<file path="src/rtl/ppm_cfg.svh">
// Constants for the port pin mode select block
`ifndef PPM_CFG_SVH
`define PPM_CFG_SVH
// ==========================================================
// Register map (register bank 1)
`define PPM_BANK_SEL 1'b1
`define PPM_ADDR_P1_LOW 8'he5
`define PPM_ADDR_P2_HIGH 8'he6
`define PPM_RST_P1_LOW 8'h00
`define PPM_RST_P2_HIGH 8'h00
// ==========================================================
// Field encodings
`define PPM_FLD_INPUT 2'h0
`define PPM_FLD_PULLUP 2'h1
`define PPM_FLD_ALT 2'h2
`define PPM_FLD_OUTPUT 2'h3
`define PPM_FLD_W 2
`define PPM_PINS 4
`endif

</file>
<file path="src/rtl/ppm_pkg.sv">
// Types for the port pin mode select block
package ppm_pkg;
   // Resolved function of one pin
   typedef enum logic [2:0] {
      PPM_INPUT = 3'h0,
      PPM_PULLUP = 3'h1,
      PPM_OUTPUT = 3'h3,
      PPM_ALT = 3'h2,
      PPM_NONE = 3'h6
   } ppm_mode_e;
   // Pad controls of one pin
   typedef struct packed {
      logic pull_en;
      logic out_en;
      logic alt_en;
   } ppm_pad_s;
endpackage : ppm_pkg

</file>
<file path="src/rtl/ppm_port_mode.sv">
// Port 1 low and port 2 high pin mode registers and decode
//
// Design decision made here: the strobed register port.
`timescale 1ns/1ps
`include "ppm_cfg.svh"
module ppm_port_mode #(
   parameter int PINS = `PPM_PINS
) (
   input wire logic sys_clk, // 125 MHz clock
   input wire logic srst, // Sync reset, active high
   input wire logic [7:0] reg_addr, // Register address
   input wire logic reg_bank, // Register bank select
   input wire logic [7:0] reg_wdata, // Write data
   input wire logic reg_wr, // Write strobe
   input wire logic reg_rd, // Read strobe
   output logic [7:0] reg_rdata_ff, // Read data, next cycle
   input wire logic [PINS-1:0] lcd_claim, // LCD control claims port 1 low pins
   output ppm_pkg::ppm_pad_s [PINS-1:0] p1_pad_ff, // Port 1 pins 0..3 pad controls
   output ppm_pkg::ppm_pad_s [PINS-1:0] p2_pad_ff // Port 2 pins 4..7 pad controls
);
   // Each register holds exactly four two-bit fields; no other width can map
   if (PINS != `PPM_PINS) begin : g_bad_pins
      $error("PINS must be four: each register holds four fields");
   end

   logic [7:0] p1_cfg_ff, nxt_p1_cfg;
   logic [7:0] p2_cfg_ff, nxt_p2_cfg;
   logic [7:0] nxt_rdata;
   logic [PINS-1:0] lcd_s1_ff, lcd_s2_ff;
   ppm_pkg::ppm_pad_s [PINS-1:0] p1_pad, p2_pad;
   logic hit_p1, hit_p2;

   // ==========================================================
   // Register access
   assign hit_p1 = (reg_bank == `PPM_BANK_SEL) && (reg_addr == `PPM_ADDR_P1_LOW);
   assign hit_p2 = (reg_bank == `PPM_BANK_SEL) && (reg_addr == `PPM_ADDR_P2_HIGH);

   // Next register values; unmapped reads give zero
   always_comb begin
      nxt_p1_cfg = p1_cfg_ff;
      nxt_p2_cfg = p2_cfg_ff;
      nxt_rdata = 8'h00;
      if (reg_wr && hit_p1) nxt_p1_cfg = reg_wdata;
      if (reg_wr && hit_p2) nxt_p2_cfg = reg_wdata;
      if (reg_rd && hit_p1) nxt_rdata = p1_cfg_ff;
      if (reg_rd && hit_p2) nxt_rdata = p2_cfg_ff;
   end

   // Registers clear to zero on reset
   always_ff @(posedge sys_clk) begin
      if (srst) begin
         p1_cfg_ff <= `PPM_RST_P1_LOW;
         p2_cfg_ff <= `PPM_RST_P2_HIGH;
         reg_rdata_ff <= 8'h00;
      end else begin
         p1_cfg_ff <= nxt_p1_cfg;
         p2_cfg_ff <= nxt_p2_cfg;
         reg_rdata_ff <= nxt_rdata;
      end
   end

   // ==========================================================
   // LCD claim synchroniser; it comes from another block's pin logic
   always_ff @(posedge sys_clk) begin
      if (srst) begin
         lcd_s1_ff <= '0;
         lcd_s2_ff <= '0;
      end else begin
         lcd_s1_ff <= lcd_claim;
         lcd_s2_ff <= lcd_s1_ff;
      end
   end

   // ==========================================================
   // Per-pin decode; field i sits at bits 2i+1:2i
   for (genvar i = 0; i < PINS; i++) begin : g_pin
      ppm_pin_decode #(.ALT_OK(1'b0)) u_p1 (
         .field(p1_cfg_ff[2*i+1:2*i]),
         .lcd_claim(lcd_s2_ff[i]),
         .pad(p1_pad[i]),
         .mode()
      );
      ppm_pin_decode #(.ALT_OK(1'b1)) u_p2 (
         .field(p2_cfg_ff[2*i+1:2*i]),
         .lcd_claim(1'b0),
         .pad(p2_pad[i]),
         .mode()
      );
   end

   // Pad outputs registered so the top drives only flops
   always_ff @(posedge sys_clk) begin
      if (srst) begin
         p1_pad_ff <= '0;
         p2_pad_ff <= '0;
      end else begin
         p1_pad_ff <= p1_pad;
         p2_pad_ff <= p2_pad;
      end
   end
endmodule // ppm_port_mode

</file>
<file path="src/rtl/ppm_pin_decode.sv">
// Decoder from a two-bit field to pad controls
`timescale 1ns/1ps
`include "ppm_cfg.svh"
module ppm_pin_decode #(
   parameter bit ALT_OK = 1'b0
) (
   input wire logic [1:0] field, // Two-bit config field
   input wire logic lcd_claim, // LCD function claims pin
   output ppm_pkg::ppm_pad_s pad, // Pad controls
   output ppm_pkg::ppm_mode_e mode // Resolved mode
);
   // Field decode; LCD claim overrides port drive
   always_comb begin
      pad = '0;
      mode = ppm_pkg::PPM_NONE;
      if (lcd_claim) begin
         pad.alt_en = 1'b1;
         mode = ppm_pkg::PPM_ALT;
      end else begin
         case (field)
            `PPM_FLD_INPUT: mode = ppm_pkg::PPM_INPUT;
            `PPM_FLD_PULLUP: begin
               pad.pull_en = 1'b1;
               mode = ppm_pkg::PPM_PULLUP;
            end
            `PPM_FLD_ALT: begin
               // Low port 1 pins: code selects no function
               pad.alt_en = ALT_OK;
               mode = ALT_OK ? ppm_pkg::PPM_ALT : ppm_pkg::PPM_NONE;
            end
            `PPM_FLD_OUTPUT: begin
               pad.out_en = 1'b1;
               mode = ppm_pkg::PPM_OUTPUT;
            end
            default: mode = ppm_pkg::PPM_NONE;
         endcase
      end
   end
endmodule // ppm_pin_decode

</file>
<file path="config.mk">
export PLATFORM = sky130hd
export DESIGN_NAME = ppm_port_mode
export DESIGN_NICKNAME = d
export VERILOG_FILES = /design/src/rtl/ppm_pkg.sv /design/src/rtl/ppm_port_mode.sv /design/src/rtl/ppm_pin_decode.sv
export VERILOG_INCLUDE_DIRS = /design/src /design/src/rtl
export SDC_FILE = /design/constraint.sdc
export NUM_CORES = 1
export LEC_CHECK = 0
export CORE_UTILIZATION = 60
export DETAILED_ROUTE_END_ITERATION = 7
export DONT_BUFFER_PORTS = 1
export GPL_TIMING_DRIVEN = 0
export PLACE_DENSITY = 0.78
export REMOVE_ABC_BUFFERS = 1
export SLEW_MARGIN = 20
export SYNTH_ARGS = -nofsm -noshare
export SYNTH_HDL_FRONTEND = slang
export SYNTH_HIERARCHICAL = 1
export SYNTH_SLANG_ARGS = --single-unit
</file>
<file path="constraint.sdc">
create_clock -name sys_clk -period 1.1 [get_ports sys_clk]
set_input_delay 0.055 -clock sys_clk [delete_from_list [all_inputs] [get_ports sys_clk]]
set_output_delay 0.055 -clock sys_clk [all_outputs]
set_load 0.02 [all_outputs]
</file>
; ---- Word-level counts from Yosys, hierarchy flattened
; Index checks and enable logic that the tools add are counted.
[totals]
word_cells = 87
output_inout_bits = 32
in_bits = 25
reg_bits = 56
[classes]
mux = 26
n_eq_ne = 22
reduce_logical = 10
[op_table]
columns = operator, count
row1 = $eq A2 B2 Y1 const B, 12
row2 = $mux W1, 24
row3 = $eq A2 B1 Y1 const B, 8
row4 = $eq A8 B8 Y1 const B, 2
row5 = $mux W8, 2
row6 = $reduce_or A2 Y1, 4
row7 = $logic_and A1 B1 Y1, 6

; ---- Depth between registers and ports, before layout
; Gate-level depths: netlist of the first run.
[depth]
depth_word = 5
mapped_depth = 5
mapped_depth_nobuf = 3

; ---- Cells and area by module
; Netlist of the first run, hierarchy kept.
[by_module_without_submodules]
columns = module, instances, seq_area_each_um2, area_each_um2, cells_per_inst
row1 = ppm_port_mode, 1, 1121.1, 1890.6, 165
row2 = ppm_pin_decode at g_pin[0].u_p2 ..., 4, 0.0, 48.8, 8
row3 = ppm_pin_decode at g_pin[0].u_p1 ..., 4, 0.0, 43.8, 6

; ---- Least setup slack after synthesis of the first run
; OpenSTA, ideal clock, no wires.
[synth_path]
path_type = input port to flip-flop
from = in reg_addr[3]
to = reg p1_cfg_ff[0]
setup_ns = 0.072
arrival_time_ns = 0.849
path_slack_ns = 0.180
path_buffers = 1
stages = 4
required_time_ns = 1.028
path_cell_list = nand4b_1 -> nor4b_2 -> buf_4 -> mux2i_1
[synth_between]
elab_chain_len = 3
[synth_rtl]
columns = element, line_no
row1 = "start, declared", ppm_port_mode.sv:11  ; input wire logic [7:0] reg_addr,
row2 = $eq A8 B8 Y1 (no line), -
row3 = $logic_and A1 B1 Y1, ppm_port_mode.sv:35  ; assign hit_p1 = (reg_bank == `PPM_BANK_SEL) && (reg_addr == `PPM_ADDR_P1_LOW);
row4 = $logic_and A1 B1 Y1, ppm_port_mode.sv:43  ; if (reg_wr && hit_p1) nxt_p1_cfg = reg_wdata;
row5 = "end signal, assigned", ppm_port_mode.sv:52  ; p1_cfg_ff <= `PPM_RST_P1_LOW;
row6 = "end signal, assigned", ppm_port_mode.sv:56  ; p1_cfg_ff <= nxt_p1_cfg;
row7 = "end, declared", ppm_port_mode.sv:26  ; logic [7:0] p1_cfg_ff, nxt_p1_cfg;
; Every way passes these cells.
; A chain may end at the register's enable or synchronous reset.

; ---- Worst setup path after layout of the first run
[layout_path]
from = reg lcd_s1_ff[0]
to = reg lcd_s2_ff[0]
[layout_rtl]
columns = element, line_no
row1 = "start, declared", ppm_port_mode.sv:29  ; logic [PINS-1:0] lcd_s1_ff, lcd_s2_ff;
row2 = "start signal, assigned", ppm_port_mode.sv:69  ; lcd_s1_ff <= lcd_claim;
row3 = "end signal, assigned", ppm_port_mode.sv:70  ; lcd_s2_ff <= lcd_s1_ff;
row4 = "end, declared", ppm_port_mode.sv:29
; No word-level cell between the ends.

==> results of run 1 <==
==> sequential cells by signal, indices dropped and copies added, names as in the netlist <==
signal / count
lcd_s1_ff: 4
lcd_s2_ff: 4
p1_cfg_ff: 8
p1_pad_ff: 12
p2_cfg_ff: 8
p2_pad_ff: 12
reg_rdata_ff: 8
==> per-layer routing <==
metal,share of wire [%],wire length [um],global-route usage [%],vias up
met3,5.3,202,8.82,8
met2,52,1980,40.5,51
met1,40,1530,26.5,612
li1,-,-,-,668
met5,0,0,0,-
met4,2.3,87,12.7,0
==> critical path, stage by stage (launching register included) <==
cell and delay, ns:
sky130_fd_sc_hd__dfxtp_1 0.32, sky130_fd_sc_hd__nor2b_1 0.11, sky130_fd_sc_hd__dlygate4sd3_1 0.55
==> power groups by stage <==
| stage | clock (mW) | sequential [mW] | combinational, mW |
|---|---|---|---|
| finish | 0.941 | 2.08 | 0.175 |
| global route | 1.06 | 2.08 | 0.191 |
| CTS | 0.972 | 2.08 | 0.170 |
| detailed placement | 0 | 2.12 | 0.0833 |
| global placement | 0 | 2.12 | 0.0796 |
| floorplan | 0 | 2.12 | 0.0710 |
==> final timing paths <==
check / to / startpoint / depth (start not counted) / slack, ns
setup / recovery: lcd_s2_ff[0] / lcd_s1_ff[0] / 2 / 0.03
hold / removal: p1_pad_ff[4] / srst / 2 / -0.03
setup reg to reg: lcd_s2_ff[0] / lcd_s1_ff[0] / 2 / 0.03
hold reg to reg: lcd_s2_ff[1] / lcd_s1_ff[1] / 1 / 0.47
==> area by class of cell <==
| class | count | area, sq um |
|---|---|---|
| sequential | 56 | 1120 |
| timing repair buffer | 21 | 230 |
| inverter | 5 | 18.8 |
| fill | 257 | 941 |
| clock buffer | 7 | 65.1 |
| multi-input combinational | 132 | 930 |
| tap | 46 | 57.6 |
==> per-stage QoR <==
| step | setup WS [ns] | area, sq um | hold slack (ns) | cells | TNS [ns] |
|---|---|---|---|---|---|
| finish | 0.0260 | 2420 | -0.0259 | 267 | 0 |
| global route | 0.00661 | 2420 | -0.0417 | 267 | 0 |
| CTS | 0.00722 | 2410 | -0.113 | 267 | 0 |
| detailed placement | -0.498 | 2120 | 0.132 | 239 | -5.79 |
| global placement | -0.567 | 2110 | 0.131 | 239 | -8.03 |
| floorplan | -0.247 | 2050 | 0.127 | 193 | -2.78 |
==> what timing repair did <==
action,CTS,global route
hold endpoints to repair,54,33
pin swaps,0,1
endpoints found under the setup margin,8,4
gates cloned,0,0
buffers inserted,0,1
resized for setup,1,0
hold buffers,21,1
==> metrics.md, run 1 <==
| Metric | Value |
|---|---|
| Status | `complete, but fails checks` |
| Failing checks | `negative hold slack` |
| Total Routed Length | `3.80 mm` |
| Clock Skews | `0.00268 ns` |
| Cells after Synth | `197` |
| Power per standard cell area | `1320 nW/um^2` |
| Most common library cell in the layout ignoring fill and taps | `sky130_fd_sc_hd__dfxtp_1` |
| Critical path type | `register to register` |
| Via total after detailed routing | `1339` |
| Global-route wire length before repair | `6.21 mm` |
| Final Slew Violations | `0` |
| Root cell of the clock tree | `sky130_fd_sc_hd__clkbuf_4` |
| Startpoint Class | `register` |
| Vias in the first global route | `1366` |
| Pin count of the biggest net entering global routing | `57` |
| Worst-Skew Late Latency | `0.37 ns` |
| Initial core utilization | `62.8%` |
| Count of input and output buffers | `0` |
| Maximum ir drop on the vdd rail | `1.05 mV` |
| Switching pwr | `0.678 mW` |
| Worst path required time | `1.38 ns` |
| Highest attainable clock frequency | `931 MHz` |
| Core region area | `3360 sq um` |
| Post-route fraction of the period consumed by the critical path | `97.6%` |
| Avg Vias per Cell | `5.01` |
| Antenna-violating nets left | `0` |
| Number of top-level pins | `57` |
| Final Setup Violations | `0` |
| Wirelength per Cell | `14.2 um` |
| Post-route total power | `3.19 mW` |
| Cell internal power dissipation | `2.52 mW` |
| Count of nets after finishing | `246` |
| Violation count after the first detailed-routing iteration | `46` |
| Die X-Extent | `61.3 um` |
| Full die area | `3760 sq um` |
| Antenna Cells | `0` |
| Worst slack on hold paths | `-0.0259 ns` |
| Path type of the worst min-delay path | `primary input to register` |
| Fraction of power consumed by combinational cells | `5.5%` |
| Switching share of power | `21.2%` |
| Worst slew margin relative to its limit | `59.0%` |
| Gp weighted congestion | `0.726` |
| Max Cap Viol | `0` |
| Average footprint of a synthesized cell | `10.7 sq um` |
| Count of clock tree sinks | `56` |
| Clock edge transition at the registers on the reported setup and hold paths | `0.14 ns` |
| Layout cells sized above 1 | `7.69%` |
| Number of antenna violations at the first check in global routing | `0` |
| Highest-count cells in the layout ignoring fill and taps | `56 x sky130_fd_sc_hd__dfxtp_1, 32 x sky130_fd_sc_hd__nor2b_1, 24 x sky130_fd_sc_hd__nand2b_1` |
| Die Y | `61.3 um` |
| Share of power burned in the clock network | `29.4%` |
| GRT Total Usage | `24.1%` |
| Clock buffer depth | `2` |
| DRC violations left | `0` |
| Crit path max fanout | `1` |
| Post-synthesis instance area | `2110 sq um` |
| Placed wire-length estimate | `2.26 mm` |
| Number of levels the H-tree was split into | `2` |
| Congestion Overflow GR | `0` |
| Synth-to-Final Area Change | `14.8%` |
| Total CTS buffers | `5` |
| Transition time at the pin with the least slew margin | `0.615 ns` |
| Warning count from the yosys run | `6` |
| Worst endpoint data arrival time | `1.35 ns` |
| Setup repair after global routing missed its margin | `no` |
| TritonCTS clock tree | `built` |
| Leakage power figure | `0.933 nW` |
| Hold violation total from the final report | `26` |
| Final critical-path required period | `1.07 ns` |
| Sequential fraction of design power | `65.1%` |
| Share of the core filled with cells | `72.0%` |
| Placement Rows | `21` |
| First-pass DRT Iterations | `4` |
| Crit path capture type | `register` |
No activity file was read; power rests on OpenSTA's default activity.
==> run 2: changes to the inputs <==
==> constraint.sdc (replaced) <==
create_clock -name sys_clk -period 1.1 [get_ports sys_clk]
set_input_delay 0.165 -clock sys_clk [delete_from_list [all_inputs] [get_ports sys_clk]]
set_output_delay 0.165 -clock sys_clk [all_outputs]
set_load 0.02 [all_outputs]
==> run 2 against run 1 <==
Effect of this change:
- die area unchanged
- the flow now finishes without violations
- critical endpoint is now p1_pad_ff[11]
- clock skew increased by 0.0039 ns
- combinational power decreased by 10%
==> metrics.md, run 2 (synthesis gave the netlist of run 1 again) <==
| Metric | Value |
|---|---|
| Number of levels the H-tree was split into | `2 (unchanged)` |
| Worst slack on hold paths | `0.0212 ns (+0.0471 ns)` |
| Synth-to-Final Area Change | `13.2%` |
| Crit path capture type | `output port` |
| Cells after DPL | `239 (unchanged)` |
| Most common library cell in the layout ignoring fill and taps | `sky130_fd_sc_hd__dfxtp_1` |
| GR Util met2 | `43.0% (+2.5 points)` |
| Antenna-violating nets left | `0 (unchanged)` |
| Power per standard cell area | `1330 nW/um^2 (+1.1%)` |
| Highest attainable clock frequency | `987 MHz (+6.0%)` |
| Met3 capacity usage during global routing | `9.45% (+0.63 points)` |
| Antenna Cells | `0 (unchanged)` |
| Via total after detailed routing | `1331 (-0.60%)` |
| Final Setup Violations | `0 (unchanged)` |
| Congestion Overflow GR | `0 (unchanged)` |
| Initial core utilization | `62.8% (unchanged)` |
| Layout Cells excl Fill | `264 (-1.1%)` |
| Wirelength per Cell | `14.6 um (+2.6%)` |
| Final Slew Violations | `0 (unchanged)` |
| Maximum ir drop on the vdd rail | `1.01 mV (-4.1%)` |
| Highest-count cells in the layout ignoring fill and taps | `55 x sky130_fd_sc_hd__dfxtp_1, 32 x sky130_fd_sc_hd__nor2b_1, 24 x sky130_fd_sc_hd__nand2b_1` |
| Total CTS buffers | `5 (unchanged)` |
| Root cell of the clock tree | `sky130_fd_sc_hd__clkbuf_4` |
| Crit path max fanout | `1 (unchanged)` |
| Clock Skews | `0.00659 ns (+0.00392 ns)` |
| Die Y | `61.3 um (unchanged)` |
| Avg Vias per Cell | `5.04 (+0.53%)` |
| Count of clock tree sinks | `56 (unchanged)` |
| Count of input and output buffers | `0 (unchanged)` |
| Placement Rows | `21 (unchanged)` |
| Vias in the first global route | `1407 (+3.0%)` |
| Setup repair after global routing missed its margin | `no` |
| Biggest regs | `p1_pad_ff x12, p2_pad_ff x12` |
| Max Cap Viol | `0 (unchanged)` |
| Layout cells sized above 1 | `9.17% (+1.5 points)` |
| Die X-Extent | `61.3 um (unchanged)` |
| GRT Total Usage | `24.4% (+0.36 points)` |
| Global-route wire length before repair | `6.29 mm (+1.3%)` |
| Final critical-path required period | `1.01 ns (-0.0613 ns)` |
| TritonCTS clock tree | `built` |
| GRT Max-Usage Layer | `met2` |
| Worst-Skew Late Latency | `0.38 ns (about the same)` |
| Clock buffer depth | `2 (unchanged)` |
| Count of nets after finishing | `243 (-1.2%)` |
| # fillers | `269 (+4.7%)` |
| DRC violations left | `0 (unchanged)` |
| Number of antenna violations at the first check in global routing | `0 (unchanged)` |
| GRT met1 Usage | `25.4% (-1.1 points)` |
| Worst endpoint data arrival time | `0.85 ns (-0.50 ns)` |
| First-pass DRT Iterations | `4 (unchanged)` |
| Worst path required time | `0.94 ns (-0.44 ns)` |
| Clock edge transition at the registers on the reported setup and hold paths | `0.14 ns (about the same)` |
| Total Routed Length | `3.86 mm (+1.4%)` |
| Core region area | `3360 sq um (unchanged)` |
| Leakage power figure | `0.916 nW (-1.9%)` |
| Number of top-level pins | `57 (unchanged)` |
| Hold violation total from the final report | `0 (-100%)` |
| Full die area | `3760 sq um (unchanged)` |
| Gp weighted congestion | `0.726 (unchanged)` |
| Pin count of the biggest net entering global routing | `51 (-11%)` |
| Post-route fraction of the period consumed by the critical path | `92.1% (-5.6 points)` |
| Critical path type | `register to output port` |
| Placed wire-length estimate | `2.26 mm (unchanged)` |
| Status | `complete, no violations` |
| Path type of the worst min-delay path | `primary input to register` |
| Violation count after the first detailed-routing iteration | `50 (+8.7%)` |
| Startpoint Class | `register` |
-- run 2: changes by cell type in the layout (fill, tap and decap cells not counted), sizes merged --
cell | previous run | this run
dlygate4sd3 | 19 | 14
buf | 2 | 4
-- run 2: per-stage QoR --
| stage | setup TNS, ns | total power [mW] | setup WS (ns) | util, % | area, sq um |
|---|---|---|---|---|---|
| floorplan | -4.54 | 2.19 | -0.357 | - | 2050 |
| global placement | -9.79 | 2.20 | -0.677 | 62.8 | 2110 |
| detailed placement | -7.61 | 2.21 | -0.608 | 63.1 | 2120 |
| CTS | 0 | 3.21 | 0.0133 | 71.3 | 2400 |
| global route | 0 | 3.32 | 0.0418 | 71.0 | 2390 |
| finish | 0 | 3.18 | 0.0873 | 71.0 | 2390 |
-- run 2: routing by layer --
metal,share of wire (%),vias to the layer above
met5,0,-
met4,2.3,0
met3,6.1,8
met2,53,50
met1,39,612
li1,-,661
-- run 2: power breakdown --
group          internal [mW]  switching, mW  total (mW)
combinational         0.0883         0.0690       0.157
clock                  0.364          0.583       0.947
sequential              2.05         0.0255        2.08
total                   2.51          0.678        3.18
-- run 2: cell type report --
| type | count | area [sq um] | share of cell area, % |
|---|---|---|---|
| inverters | 5 | 18.8 | 0.786 |
| well taps | 46 | 57.6 | 2.41 |
| clock buffers | 7 | 65.1 | 2.72 |
| flip-flops and latches | 56 | 1120 | 47.0 |
| repair buffers | 18 | 195 | 8.17 |
| multi-input cells | 132 | 930 | 38.9 |
-- run 2: what timing repair did --
action                                  4_1_cts  5_1_grt
pin swaps                                     1        0
hold endpoints to repair                     48        2
hold buffers                                 16        1
buffers inserted                              3        0
gates cloned                                  0        0
endpoints found under the setup margin        8        2
gates resized for setup                       1        1
-- run 2: worst paths after layout --
check	start	endpoint	slack, ns	depth (start not counted)
worst max-delay path	p1_pad_ff[11]	p1_pad_ff[11]	0.09	0
worst min-delay path	srst	p1_cfg_ff[4]	0.02	2
worst max register to register	p1_cfg_ff[6]	p1_pad_ff[11]	0.20	2
worst min register to register	lcd_s1_ff[0]	lcd_s2_ff[0]	0.46	1
